**config.mk**
```make
export PLATFORM = sky130hd
export DESIGN_NAME = pwm_timer_reset_irq_status
export DESIGN_NICKNAME = d
export VERILOG_FILES = /design/src/logic/pwm_timer_reset_irq_status.v
export VERILOG_INCLUDE_DIRS = /design/src /design/src/pkg
export SDC_FILE = /design/constraint.sdc
export NUM_CORES = 1
export LEC_CHECK = 0
export BUFFER_PORTS_ARGS = -buffer_cell sky130_fd_sc_hd__buf_2
export CAP_MARGIN = 0
export CELL_PAD_IN_SITES_DETAIL_PLACEMENT = 0
export CELL_PAD_IN_SITES_GLOBAL_PLACEMENT = 1
export CORE_ASPECT_RATIO = 1.2
export CORE_MARGIN = 8
export CORE_UTILIZATION = 35
export CTS_CLUSTER_DIAMETER = 80
export CTS_CLUSTER_SIZE = 28
export DETAILED_ROUTE_END_ITERATION = 16
export GPL_ROUTABILITY_DRIVEN = 0
export PLACE_DENSITY_LB_ADDON = 0.08
export SYNTH_ARGS = -nofsm -noshare
export SYNTH_HDL_FRONTEND = slang
export SYNTH_SLANG_ARGS = --single-unit
```
**constraint.sdc**
```tcl
create_clock -name ref_clk -period 1.1 [get_ports ref_clk]
set_input_delay 0.11 -clock ref_clk [delete_from_list [all_inputs] [get_ports ref_clk]]
set_output_delay 0.11 -clock ref_clk [all_outputs]
set_load 0.005 [all_outputs]
```
**src/pkg/pwm_irq_map.vh**
```
/*
 * address map, field positions and reset values of the pwm timer
 * soft reset and interrupt status block.
 * assumes an 8-bit register space with 8-bit data.
 */
`ifndef PWM_IRQ_MAP_VH
`define PWM_IRQ_MAP_VH

// channel configuration, one pair per timer, 8 bytes apart
`define TIMER_CONFIG_BASE      8'h60
`define PWM_CHAN_CONFIG_BASE   8'h61
`define CHAN_STRIDE            8'h08
// shared registers
`define PWM_SOFT_RESET_ADDR    8'h78
`define PWM_RAW_STATUS_ADDR    8'h7a
`define PWM_MASKED_STATUS_ADDR 8'h7b
`define PWM_IRQ_CLEAR_ADDR     8'h7c
// field positions
`define CYCLE_MASK_BIT         4
`define PATTERN_MASK_BIT       3
`define PATTERN_EN_BIT         2
`define PWM_EN_BIT             1
`define PWM_OFF_LEVEL_BIT      0
`define PATTERN_FLAG_LSB       3
`define CYCLE_FLAG_LSB         0
// reset values
`define STATUS_RESET           6'h00
`define MASK_RESET             3'h0
`define CHAN_CONFIG_RESET      4'h0
`define FLAG_RESET             3'h0
`define CTRL_RESET             3'h0
`define PULSE_RESET            3'h0
`define RDATA_RESET            8'h00
`define IRQ_RESET              1'b0

`endif

```
**src/logic/pwm_timer_reset_irq_status.v**
```verilog
/*
 * soft reset triggers, interrupt flags, masks and status readback
 * for three pwm timer channels.
 * assumes a simple synchronous register port (write strobe, read
 * strobe, byte address) and one-cycle event pulses from the timers.
 */
// Notes on behaviour
// - write-only reset register at 0x78, bits 0..2 reset timers; zero does nothing.
// - reset bits are one-shot; no write-back of zero needed.
// - soft reset rewinds pattern generator to first pattern and leaves it stopped.
// - soft reset halts all state machines and the counting timer of that channel.
// - soft reset leaves stored pattern words unchanged.
// - soft reset keeps pending flags; host clears them via clear register.
// - raw status at 0x7a: pattern-done bits 5..3, cycle-complete bits 2..0.
// - cycle-complete flag set when active command's pwm cycle finishes.
// - pattern-done flag set when the script task completes.
// - raw bit reads 1 when pending, 0 otherwise; resets to 0.
// - masked status at 0x7b is raw flags gated by per-channel masks.
// - masked bit 1 means the event drives the interrupt output.
// - cycle mask bit 4 of timer config, pattern mask bit 3; 1 masks.
// - clear register at 0x7c clears flags written 1; zero has no effect.
`timescale 1ns/100ps
`include "pwm_irq_map.vh"

module pwm_timer_reset_irq_status #(
	parameter CHANNELS = 3
) (
	// clock and reset
	input  wire                ref_clk,
	input  wire                arst_n,
	// register port
	input  wire                reg_wr,
	input  wire                reg_rd,
	input  wire [7:0]          reg_addr,
	input  wire [7:0]          reg_wdata,
	output reg  [7:0]          reg_rdata_q,
	// events from the timers
	input  wire [CHANNELS-1:0] cycle_done,
	input  wire [CHANNELS-1:0] pattern_done,
	// controls to the timers
	output reg  [CHANNELS-1:0] timer_reset_q,
	output reg  [CHANNELS-1:0] pattern_en_q,
	output reg  [CHANNELS-1:0] pwm_en_q,
	output reg  [CHANNELS-1:0] pwm_off_level_q,
	// interrupt request
	output reg                 irq_q
);

	////////////////////////////////////////////////////////////////////
	reg  [CHANNELS-1:0] cycle_flag_q;
	reg  [CHANNELS-1:0] pattern_flag_q;
	reg  [CHANNELS-1:0] cycle_mask_q;
	reg  [CHANNELS-1:0] pattern_mask_q;
	wire [CHANNELS-1:0] cycle_pend;
	wire [CHANNELS-1:0] pattern_pend;
	wire [7:0]          raw_status;
	wire [7:0]          masked_status;
	wire                wr_reset;
	wire                wr_clear;
	wire [CHANNELS-1:0] reset_req;
	wire [CHANNELS-1:0] cyc_clr;
	wire [CHANNELS-1:0] pat_clr;
	wire [CHANNELS-1:0] timer_cfg_sel;
	wire [CHANNELS-1:0] chan_cfg_sel;
	wire [CHANNELS-1:0] timer_cfg_wr;
	wire [CHANNELS-1:0] chan_cfg_wr;
	wire [CHANNELS-1:0] cycle_flag_d;
	wire [CHANNELS-1:0] pattern_flag_d;
	wire [CHANNELS-1:0] cycle_mask_d;
	wire [CHANNELS-1:0] pattern_mask_d;
	wire [CHANNELS-1:0] pattern_en_d;
	wire [CHANNELS-1:0] pwm_en_d;
	wire [CHANNELS-1:0] pwm_off_level_d;
	reg  [7:0]          cfg_rdata;
	reg  [7:0]          rdata_d;
	integer             k;
	genvar              g;

	assign wr_reset = reg_wr && (reg_addr == `PWM_SOFT_RESET_ADDR);
	assign wr_clear = reg_wr && (reg_addr == `PWM_IRQ_CLEAR_ADDR);
	assign reset_req = wr_reset ? reg_wdata[CHANNELS-1:0] : {CHANNELS{1'b0}};
	assign cyc_clr = wr_clear ? reg_wdata[`CYCLE_FLAG_LSB +: CHANNELS] : {CHANNELS{1'b0}};
	assign pat_clr = wr_clear ? reg_wdata[`PATTERN_FLAG_LSB +: CHANNELS] : {CHANNELS{1'b0}};

	////////////////////////////////////////////////////////////////////
	// per-channel address decode, one comparator pair per timer
	generate
		for (g = 0; g < CHANNELS; g = g + 1) begin : g_dec
			wire [31:0] tc_sum;
			wire [31:0] pc_sum;
			// channel stride keeps every address inside the 8-bit space
			assign tc_sum = `TIMER_CONFIG_BASE + g * `CHAN_STRIDE;
			assign pc_sum = `PWM_CHAN_CONFIG_BASE + g * `CHAN_STRIDE;
			assign timer_cfg_sel[g] = (reg_addr == tc_sum[7:0]);
			assign chan_cfg_sel[g]  = (reg_addr == pc_sum[7:0]);
		end
	endgenerate
	assign timer_cfg_wr = reg_wr ? timer_cfg_sel : {CHANNELS{1'b0}};
	assign chan_cfg_wr  = reg_wr ? chan_cfg_sel : {CHANNELS{1'b0}};

	// set beats clear so an event in the clear cycle is not lost
	// cycle complete sets
	assign cycle_flag_d   = (cycle_flag_q & ~cyc_clr) | cycle_done;
	assign pattern_flag_d = (pattern_flag_q & ~pat_clr) | pattern_done;

	assign cycle_pend   = cycle_flag_q & ~cycle_mask_q;
	assign pattern_pend = pattern_flag_q & ~pattern_mask_q;
	assign raw_status    = {2'b00, pattern_flag_q, cycle_flag_q};
	assign masked_status = {2'b00, pattern_pend, cycle_pend};

	////////////////////////////////////////////////////////////////////
	// event flags: a set in the same cycle as its clear wins
	always @(posedge ref_clk or negedge arst_n) begin
		if (!arst_n) begin
			cycle_flag_q   <= `FLAG_RESET;
			pattern_flag_q <= `FLAG_RESET;
		end else begin
			cycle_flag_q   <= cycle_flag_d;
			pattern_flag_q <= pattern_flag_d;
			// soft reset does not touch flags
		end
	end

	////////////////////////////////////////////////////////////////////
	// channel configuration next values
	// mask bits follow config writes
	assign cycle_mask_d    = (cycle_mask_q & ~timer_cfg_wr)
		| (timer_cfg_wr & {CHANNELS{reg_wdata[`CYCLE_MASK_BIT]}});
	assign pattern_mask_d  = (pattern_mask_q & ~chan_cfg_wr)
		| (chan_cfg_wr & {CHANNELS{reg_wdata[`PATTERN_MASK_BIT]}});
	assign pwm_en_d        = (pwm_en_q & ~chan_cfg_wr)
		| (chan_cfg_wr & {CHANNELS{reg_wdata[`PWM_EN_BIT]}});
	assign pwm_off_level_d = (pwm_off_level_q & ~chan_cfg_wr)
		| (chan_cfg_wr & {CHANNELS{reg_wdata[`PWM_OFF_LEVEL_BIT]}});
	// reset leaves generator stopped
	// the reset wins over an enable written in the same cycle
	assign pattern_en_d    = ((pattern_en_q & ~chan_cfg_wr)
		| (chan_cfg_wr & {CHANNELS{reg_wdata[`PATTERN_EN_BIT]}})) & ~reset_req;

	////////////////////////////////////////////////////////////////////
	// interrupt masks
	always @(posedge ref_clk or negedge arst_n) begin
		if (!arst_n) begin
			cycle_mask_q   <= `MASK_RESET;
			pattern_mask_q <= `MASK_RESET;
		end else begin
			cycle_mask_q   <= cycle_mask_d;
			pattern_mask_q <= pattern_mask_d;
		end
	end

	////////////////////////////////////////////////////////////////////
	// level controls to the timers
	always @(posedge ref_clk or negedge arst_n) begin
		if (!arst_n) begin
			pattern_en_q    <= `CTRL_RESET;
			pwm_en_q        <= `CTRL_RESET;
			pwm_off_level_q <= `CTRL_RESET;
		end else begin
			pattern_en_q    <= pattern_en_d;
			pwm_en_q        <= pwm_en_d;
			pwm_off_level_q <= pwm_off_level_d;
		end
	end

	////////////////////////////////////////////////////////////////////
	// soft reset pulses
	always @(posedge ref_clk or negedge arst_n) begin
		if (!arst_n) begin
			timer_reset_q <= `PULSE_RESET;
		end else begin
			timer_reset_q <= reset_req;
		end
	end
	// pattern storage never written
	// the script words live in the timers; this block has no path to them

	////////////////////////////////////////////////////////////////////
	// configuration readback; at most one select is high
	always @* begin
		cfg_rdata = 8'h00;
		for (k = 0; k < CHANNELS; k = k + 1) begin
			if (timer_cfg_sel[k]) begin
				cfg_rdata[`CYCLE_MASK_BIT] = cycle_mask_q[k];
			end
			if (chan_cfg_sel[k]) begin
				cfg_rdata[`PATTERN_MASK_BIT]  = pattern_mask_q[k];
				cfg_rdata[`PATTERN_EN_BIT]    = pattern_en_q[k];
				cfg_rdata[`PWM_EN_BIT]        = pwm_en_q[k];
				cfg_rdata[`PWM_OFF_LEVEL_BIT] = pwm_off_level_q[k];
			end
		end
	end

	// read mux; write-only and unmapped addresses read zero
	always @* begin
		case (reg_addr)
			`PWM_RAW_STATUS_ADDR: begin
				rdata_d = raw_status;
			end
			`PWM_MASKED_STATUS_ADDR: begin
				rdata_d = masked_status;
			end
			default: begin
				rdata_d = cfg_rdata;
			end
		endcase
	end

	////////////////////////////////////////////////////////////////////
	// registered read data, held until the next read
	always @(posedge ref_clk or negedge arst_n) begin
		if (!arst_n) begin
			reg_rdata_q <= `RDATA_RESET;
		end else begin
			if (reg_rd) begin
				reg_rdata_q <= rdata_d;
			end
		end
	end

	////////////////////////////////////////////////////////////////////
	// interrupt request, one cycle behind the masked status
	always @(posedge ref_clk or negedge arst_n) begin
		if (!arst_n) begin
			irq_q <= `IRQ_RESET;
		end else begin
			irq_q <= |masked_status;
		end
	end

endmodule // pwm_timer_reset_irq_status

```
==> results of run 1 <==
[worst paths after layout]
path / endpoint / slack [ns]
max in group asynchronous: reg_rdata_q[0]$_DFFE_PN0P_ / 0.42
min: pattern_flag_q[2]$_DFF_PN0_ / 0.007
min reg2reg: reg_rdata_q[2]$_DFFE_PN0P_ / 0.50
max reg2reg: reg_rdata_q[4]$_DFFE_PN0P_ / 0.04
max: flop / 0.03
min in group asynchronous: cycle_flag_q[1]$_DFF_PN0_ / 0.26
[layout make-up]
class	count	area share (%)
Clock buffer	8	4.44
Multi-Input combinational cell	99	34.9
Inverter	7	1.17
Sequential cell	31	34.4
Tap cell	56	3.11
Timing Repair Buffer	75	22.0
[metal layers]
layer | vias to the layer above | wire (microns) | part of all wire, % | GRT usage [%]
li1 | 667 | - | - | -
met1 | 668 | 2000 | 44 | 15.8
met3 | 8 | 167 | 3.6 | 4.02
met2 | 32 | 2340 | 51 | 24.2
met5 | - | 0 | 0 | 0
met4 | 0 | 95 | 2.1 | 7.36
[placed cells by master, fill, tap and decap left out, types with 2 or more instances in the layout]
master and instances:
sky130_fd_sc_hd__and2_1 5, sky130_fd_sc_hd__inv_1 7, sky130_fd_sc_hd__o221ai_1 5, sky130_fd_sc_hd__nand3b_1 2, sky130_fd_sc_hd__nand2_1 17, sky130_fd_sc_hd__mux2i_1 7
sky130_fd_sc_hd__mux2_2 6, sky130_fd_sc_hd__dlygate4sd3_1 4, sky130_fd_sc_hd__a21oi_2 2, sky130_fd_sc_hd__nand4_1 2, sky130_fd_sc_hd__a21o_1 6, sky130_fd_sc_hd__nand2b_1 6
sky130_fd_sc_hd__o22ai_1 2, sky130_fd_sc_hd__conb_1 2, sky130_fd_sc_hd__nor2b_1 2, sky130_fd_sc_hd__buf_4 28, sky130_fd_sc_hd__mux2_4 5, sky130_fd_sc_hd__buf_2 40
sky130_fd_sc_hd__clkbuf_8 7, sky130_fd_sc_hd__dfrtp_1 31, sky130_fd_sc_hd__nand3_1 4, sky130_fd_sc_hd__a32oi_1 3, sky130_fd_sc_hd__nor2_1 3, sky130_fd_sc_hd__a21oi_1 3
[through the flow]
stage / std cells / instance area [sq um] / util, %
finish: 276 / 2250 / 52.9
CTS: 273 / 2190 / 51.4
detailed placement: 260 / 2030 / 47.6
floorplan: 143 / 1600 / -
global route: 276 / 2250 / 52.9
global placement: 260 / 2030 / 47.6
[timing repair]
item	in CTS	in global routing
endpoints found under the hold margin	16	0
buffers inserted	1	3
resized for setup	3	11
hold buffers	4	0
pin swaps	1	5
setup endpoints to repair	9	10
[synthesized netlist by cell type (all sizes together), types with 2 or more instances]
library cell / n
o221ai: 5
nor2b: 2
nor3: 2
nand2b: 6
nand3: 4
dfrtp: 31
mux2: 11
nand4: 2
nand2: 17
inv: 7
nor4: 2
o22ai: 2
buf: 6
nor2: 3
a21o: 6
a32oi: 4
nand3b: 2
and2: 5
a21oi: 5
nor3b: 2
mux2i: 7
[where the power goes]
group          total, mW  internal [mW]  switching [mW]
sequential          1.20           1.17          0.0285
combinational      0.331          0.167           0.163
clock              0.989          0.570           0.418
[kinds of logic after synthesis]
logic type | Yosys count
compound gates | 27
buf+inv | 13
flops | 31
mux | 18
other cells | 1
simple gates | 52
==> out/results.md, run 1 <==
| Stage | Item | Value |
| --- | --- | --- |
| outcome | Result of the run | finished, final reports clean |
| timing | # setup viols final | 0 |
| synthesis | Number of enable flip-flop cells after synthesis | 0 |
| job | Max-cap check violation count | 0 |
| route | Post-detailed-routing wire length | 4600 microns |
| global routing | Number of antenna violations at the first check in global routing | 0 |
| synthesis | Post-synthesis register bit count | 31 |
| route | Via count | 1,375 |
| floorplanning | Die boundary width | 77.0 microns |
| clocking | CTS tree | yes |
| timing | Min setup slack post-route | 0.0304 ns |
| worst setup path | Largest stage delay on the critical path | 0.36 ns |
| clocking | Number of buffers created by CTS | 5 |
| placed design | Count of input and output buffers | 42 |
| worst setup path | Highest-delay cell along the critical path | sky130_fd_sc_hd__nor3b_4 |
| synthesis | Multiplexer share of the synthesized area | 12.4% |
| placed design | Setup slack after placement | -0.350 ns |
| synthesis | Share of the synthesized netlist area taken by xor and xnor gates | 0% |
| worst setup path | CP Max Fanout | 4 |
| power | Highest ir drop seen on vdd | 706 uV |
| synthesis | Post-synthesis async set-or-reset flop share | 100% |
| global routing | Global Route Usage Sum | 14.1% |
| synthesis | Mapped cell area | 1560 sq um |
| final layout | Number of nets in the layout | 245 |
| final layout | ANT cells | 0 |
| clocking | CTS H-Tree Depth | 2 |
| hold path | Hold Crit Class | in2reg |
| timing | Number of hold-slack violations in the final timing report | 0 |
| synthesis | Area fraction in compound gates after synthesis | 13.0% |
| route | DRT iter0 DRCs | 38 |
| clocking | Clock transition at the register clock pins on the worst setup and hold paths after CTS | 0.07 ns |
| global routing | First-pass GRT wire length | 7460 microns |
| worst setup path | Stages on worst setup path | 4 |
| route | Remaining DRCs | 0 |
| hold path | Number of cells traversed by the worst hold path | 2 |
| synthesis | Ys Warns | 0 |
| timing | Count of pins over their slew limit | 0 |
| worst setup path | Crit path launch type | input pin |
| power | Leak | 1.10 nW |
| synthesis | Fraction of synthesized cell area taken by the top area cell type | 49.7% |
| timing | Part of the cycle the worst path needs | 97.2% |
| route | Post-DR wirelength/cell | 16.7 microns |
| synthesis | Number of unique standard cell types used by synthesis | 37 |
| worst setup path | Worst reg-to-reg path cell count | 3 |
| route | Pre-Repair DR Iteration Count | 4 |
| floorplanning | Row cnt | 26 |
| floorplanning | Initial cell density of the core | 36.6% |
| timing | Clk_skew | 0.00539 ns |
| clocking | Number of clock sinks | 31 |
| final layout | P&R area growth vs syn | 44.5% |
| worst setup path | Data arrival time of the critical path | 1.24 ns |
| timing | Final worst hold slack | 0.00715 ns |
| timing | RSZ-0062 raised after global routing | true |
| floorplanning | Top-level I/O count | 47 |
| timing | Upper clock frequency limit | 935 MHz |
| worst setup path | Cells along the critical path | buf_8, nor4b_4, nor3b_4, mux2_4 |
| final layout | Fraction of layout cells with a size suffix above 1 | 45.9% |
| synthesis | Top cell type by total area after synthesis | sky130_fd_sc_hd__dfrtp_1 |
| final layout | Multi-input logic area | 786 sq um |
| worst setup path | Critical path start-end classification | in2reg |
| global routing | Via count of the first global-routing pass | 1,460 |
| worst setup path | Data required time of the worst path | 1.27 ns |
| floorplanning | Core area | 4260 sq um |
| power | PwrDens | 1120 nW/um^2 |
| clocking | Clock Tree Root | sky130_fd_sc_hd__clkbuf_8 |
| worst setup path | Kind of end point of the critical path | flop |
| synthesis | Post-synthesis share of cell area spent on and, or, nand and nor gates | 20.6% |
| synthesis | Main synth FF type | sky130_fd_sc_hd__dfrtp_1 |
| placed design | Dpl hpwl | 3590 microns |
| synthesis | Top cells by area in the synthesized netlist | sky130_fd_sc_hd__dfrtp_1, sky130_fd_sc_hd__mux2_2, sky130_fd_sc_hd__mux2i_1 |
| worst setup path | Critical path buffer and inverter count | 1 |
| clocking | Bufs on Longest Clock Path | 2 |
| clocking | Worst-skew pair later-pin latency | 0.29 ns |
| worst setup path | Delay-heaviest family, CP | simple AND/OR/NAND/NOR gates |
| global routing | Largest net degree at the start of global routing | 19 |
| power | Pwr Total | 2.52 mW |
| final layout | Combined flip-flop and latch cell area | 776 sq um |
| timing | Setup TNS Final | 0 ns |
| worst setup path | Critical Path Source | reg_addr[2] |
| timing | Final critical-path required period | 1.07 ns |
| route | Number of nets with antenna violations after detailed routing | 0 |
| synthesis | Share of synthesized cell area in full adder, half adder and majority cells | 0% |
| final layout | Filler cell count in the final layout | 420 |
| floorplanning | Floorplan die area | 6860 sq um |
| global routing | Aggregate global routing overflow | 0 |
| synthesis | Instance count of the mapped netlist | 142 |
| floorplanning | Height of the die | 89.1 microns |
| synthesis | Largest family of logic cells by synthesized area | simple AND/OR/NAND/NOR gates |
| hold path | Startpoint of the lowest-slack hold path | pattern_done[2] |
| route | Number of vias per cell after detailed routing | 4.98 |
| synthesis | Seq/Total Area, Yosys | 49.7% |
| synthesis | Mapped Avg Cell Area | 11.0 sq um |
Power figures use the tool's default switching activity.
==> run 2: changes to the inputs <==
--- a/config.mk
+++ b/config.mk
@@ -12,7 +12,7 @@
 export CELL_PAD_IN_SITES_GLOBAL_PLACEMENT = 1
 export CORE_ASPECT_RATIO = 1.2
 export CORE_MARGIN = 8
-export CORE_UTILIZATION = 35
+export CORE_UTILIZATION = 42
 export CTS_CLUSTER_DIAMETER = 80
 export CTS_CLUSTER_SIZE = 28
 export DETAILED_ROUTE_END_ITERATION = 16
==> constraint.sdc (replaced) <==
create_clock -name ref_clk -period 1.28 [get_ports ref_clk]
set_input_delay 0.128 -clock ref_clk [delete_from_list [all_inputs] [get_ports ref_clk]]
set_output_delay 0.128 -clock ref_clk [all_outputs]
set_load 0.005 [all_outputs]
==> out/results.md, run 2 (synthesis results as in run 1) <==
| Stage | Item | Value |
| --- | --- | --- |
| power | Net load switching power | 0.493 mW |
| worst setup path | Highest-delay cell along the critical path | sky130_fd_sc_hd__dfrtp_1 |
| timing | # setup viols final | 0 |
| timing | Min setup slack post-route | 0.0861 ns |
| route | DRT iter0 DRCs | 77 |
| clocking | CTS tree | yes |
| timing | Final critical-path required period | 1.19 ns |
| clocking | Hold bufs inserted after CTS | 1 |
| power | PwrDens | 1050 nW/um^2 |
| route | Remaining DRCs | 0 |
| final layout | P&R area growth vs syn | 28.3% |
| power | Leak | 0.992 nW |
| route | Number of nets with antenna violations after detailed routing | 0 |
| floorplanning | Top-level I/O count | 47 |
| timing | Final worst hold slack | 0.0285 ns |
| floorplanning | Height of the die | 82.8 microns |
| route | Number of vias per cell after detailed routing | 5.45 |
| worst setup path | Data arrival time of the critical path | 1.34 ns |
| floorplanning | Floorplan die area | 5930 sq um |
| outcome | Result of the run | finished, final reports clean |
| global routing | Global Route Usage Sum | 14.5% |
| worst setup path | Largest stage delay on the critical path | 0.43 ns |
| floorplanning | Initial cell density of the core | 43.3% |
| final layout | Number of nets in the layout | 226 |
| final layout | Multi-input logic area | 733 sq um |
| clocking | Number of gates given a new drive strength after cts | 0 |
| floorplanning | Die boundary width | 71.6 microns |
| worst setup path | Data required time of the worst path | 1.43 ns |
| final layout | Most common cell after layout, fill and taps aside | sky130_fd_sc_hd__buf_2 |
| route | Pre-Repair DR Iteration Count | 4 |
| timing | Clk_skew | 0.00273 ns |
| power | Internal | 1.60 mW |
| timing | Setup TNS Final | 0 ns |
| timing | Count of pins over their slew limit | 0 |
| hold path | Hold Crit Class | in2reg |
| worst setup path | Cells along the critical path | o31a_1, o2111ai_1, a31oi_1 |
| global routing | Via count of the first global-routing pass | 1,325 |
| placed design | Setup slack after placement | -0.158 ns |
| clocking | Number of clock sinks | 31 |
| global routing | Largest net degree at the start of global routing | 32 |
| power | Portion of total power attributed to combinational logic | 10.9% |
| final layout | Fraction of layout cells with a size suffix above 1 | 38.3% |
| final layout | Utilization after layout | 55.6% |
| worst setup path | Critical path start-end classification | reg2reg |
| global routing | Aggregate global routing overflow | 0 |
| floorplanning | Core area | 3600 sq um |
| power | Net switching fraction of the power | 23.5% |
| power | Share of total power in sequential cells | 49.2% |
| worst setup path | CP Max Fanout | 4 |
| global routing | Number of antenna violations at the first check in global routing | 0 |
| placed design | Count of input and output buffers | 42 |
| job | Max-cap check violation count | 0 |
| clocking | Number of buffers created by CTS | 5 |
| route | Via count | 1,308 |
| timing | Number of hold-slack violations in the final timing report | 0 |
| timing | RSZ-0062 raised after global routing | false |
| clocking | Clock transition at the register clock pins on the worst setup and hold paths after CTS | 0.06 ns |
| clocking | Clock Tree Root | sky130_fd_sc_hd__clkbuf_8 |
| power | Highest ir drop seen on vdd | 650 uV |
| final layout | Combined flip-flop and latch cell area | 776 sq um |
| global routing | First-pass GRT wire length | 6510 microns |
| clocking | Number of setup buffers added after CTS | 0 |
| route | Post-detailed-routing wire length | 4140 microns |
| placed design | Dpl hpwl | 3240 microns |
| worst setup path | Crit path launch type | flop |
| floorplanning | Row cnt | 24 |
| clocking | CTS H-Tree Depth | 2 |
| power | Clock power frac | 39.8% |
| clocking | Worst-skew pair later-pin latency | 0.27 ns |
| worst setup path | Kind of end point of the critical path | flop |
| final layout | ANT cells | 0 |
| final layout | Leading cell types in the layout, fill and taps excluded | sky130_fd_sc_hd__buf_2, sky130_fd_sc_hd__dfrtp_1, sky130_fd_sc_hd__nand2_1 |
| clocking | Bufs on Longest Clock Path | 2 |
| timing | Upper clock frequency limit | 838 MHz |
| route | Post-DR wirelength/cell | 17.2 microns |
| final layout | Filler cell count in the final layout | 331 |
| timing | Part of the cycle the worst path needs | 93.3% |
==> run 2: cell types whose count changed in the layout (fill, tap and decap cells not counted), moves of 2 or more <==
cell	before	now
sky130_fd_sc_hd__buf_2	40	42
sky130_fd_sc_hd__mux2_2	6	9
sky130_fd_sc_hd__mux2_4	5	2
sky130_fd_sc_hd__buf_4	28	13
sky130_fd_sc_hd__dlygate4sd3_1	4	1
==> run 2: final timing paths <==
path | start | end | slack (ns) | depth (start not counted)
max in group asynchronous | arst_n | cycle_flag_q[2]$_DFF_PN0_ | 0.60 | 3
worst min-delay path | cycle_done[0] | cycle_flag_q[0]$_DFF_PN0_ | 0.03 | 2
min in group asynchronous | arst_n | async pin | 0.39 | 3
worst max-delay path | flop | reg_rdata_q[4]$_DFFE_PN0P_ | 0.09 | 3
worst min register to register | reg_rdata_q[0]$_DFFE_PN0P_ | reg_rdata_q[0]$_DFFE_PN0P_ | 0.50 | 2
worst max register to register | flop | reg_rdata_q[4]$_DFFE_PN0P_ | 0.09 | 3
==> run 2: layout make-up <==
type | instances | share of cell area (%)
tap | 39 | 2.44
sequential | 31 | 38.8
inverter | 7 | 1.31
timing repair buffer | 56 | 15.9
clock buffer | 8 | 5.00
multi-input combinational | 99 | 36.6
==> run 2: worst max-delay path, delay by kind of cell (launching register included) <==
kind / cells / cell delay (ns)
flip-flops: 1 / 0.43
AO/OA/AOI/OAI: 3 / 0.64
==> run 2: power groups by stage <==
stage	Combinational [mW]	Clock (mW)	Sequential, mW
floorplan	0.101	0	1.05
global placement	0.224	0	1.05
detailed placement	0.228	0	1.05
CTS	0.231	0.870	1.03
global route	0.255	0.889	1.03
finish	0.229	0.835	1.03
==> run 2: routing by layer <==
layer,wire length [microns],GRT usage [%],vias to the layer above
met5,0,0,-
met4,59,6.75,0
met3,205,4.23,6
met2,2170,24.9,37
met1,1700,16.5,637
li1,-,-,628
==> run 2: stage by stage <==
step           total power [mW]  area [sq um]  cells
4_1_cts                    2.13          2000    240
5_1_grt                    2.18          2000    240
6_report                   2.10          2000    240
3_5_place_dp               1.28          1890    231
2_1_floorplan              1.15          1580    143
3_3_place_gp               1.27          1890    231
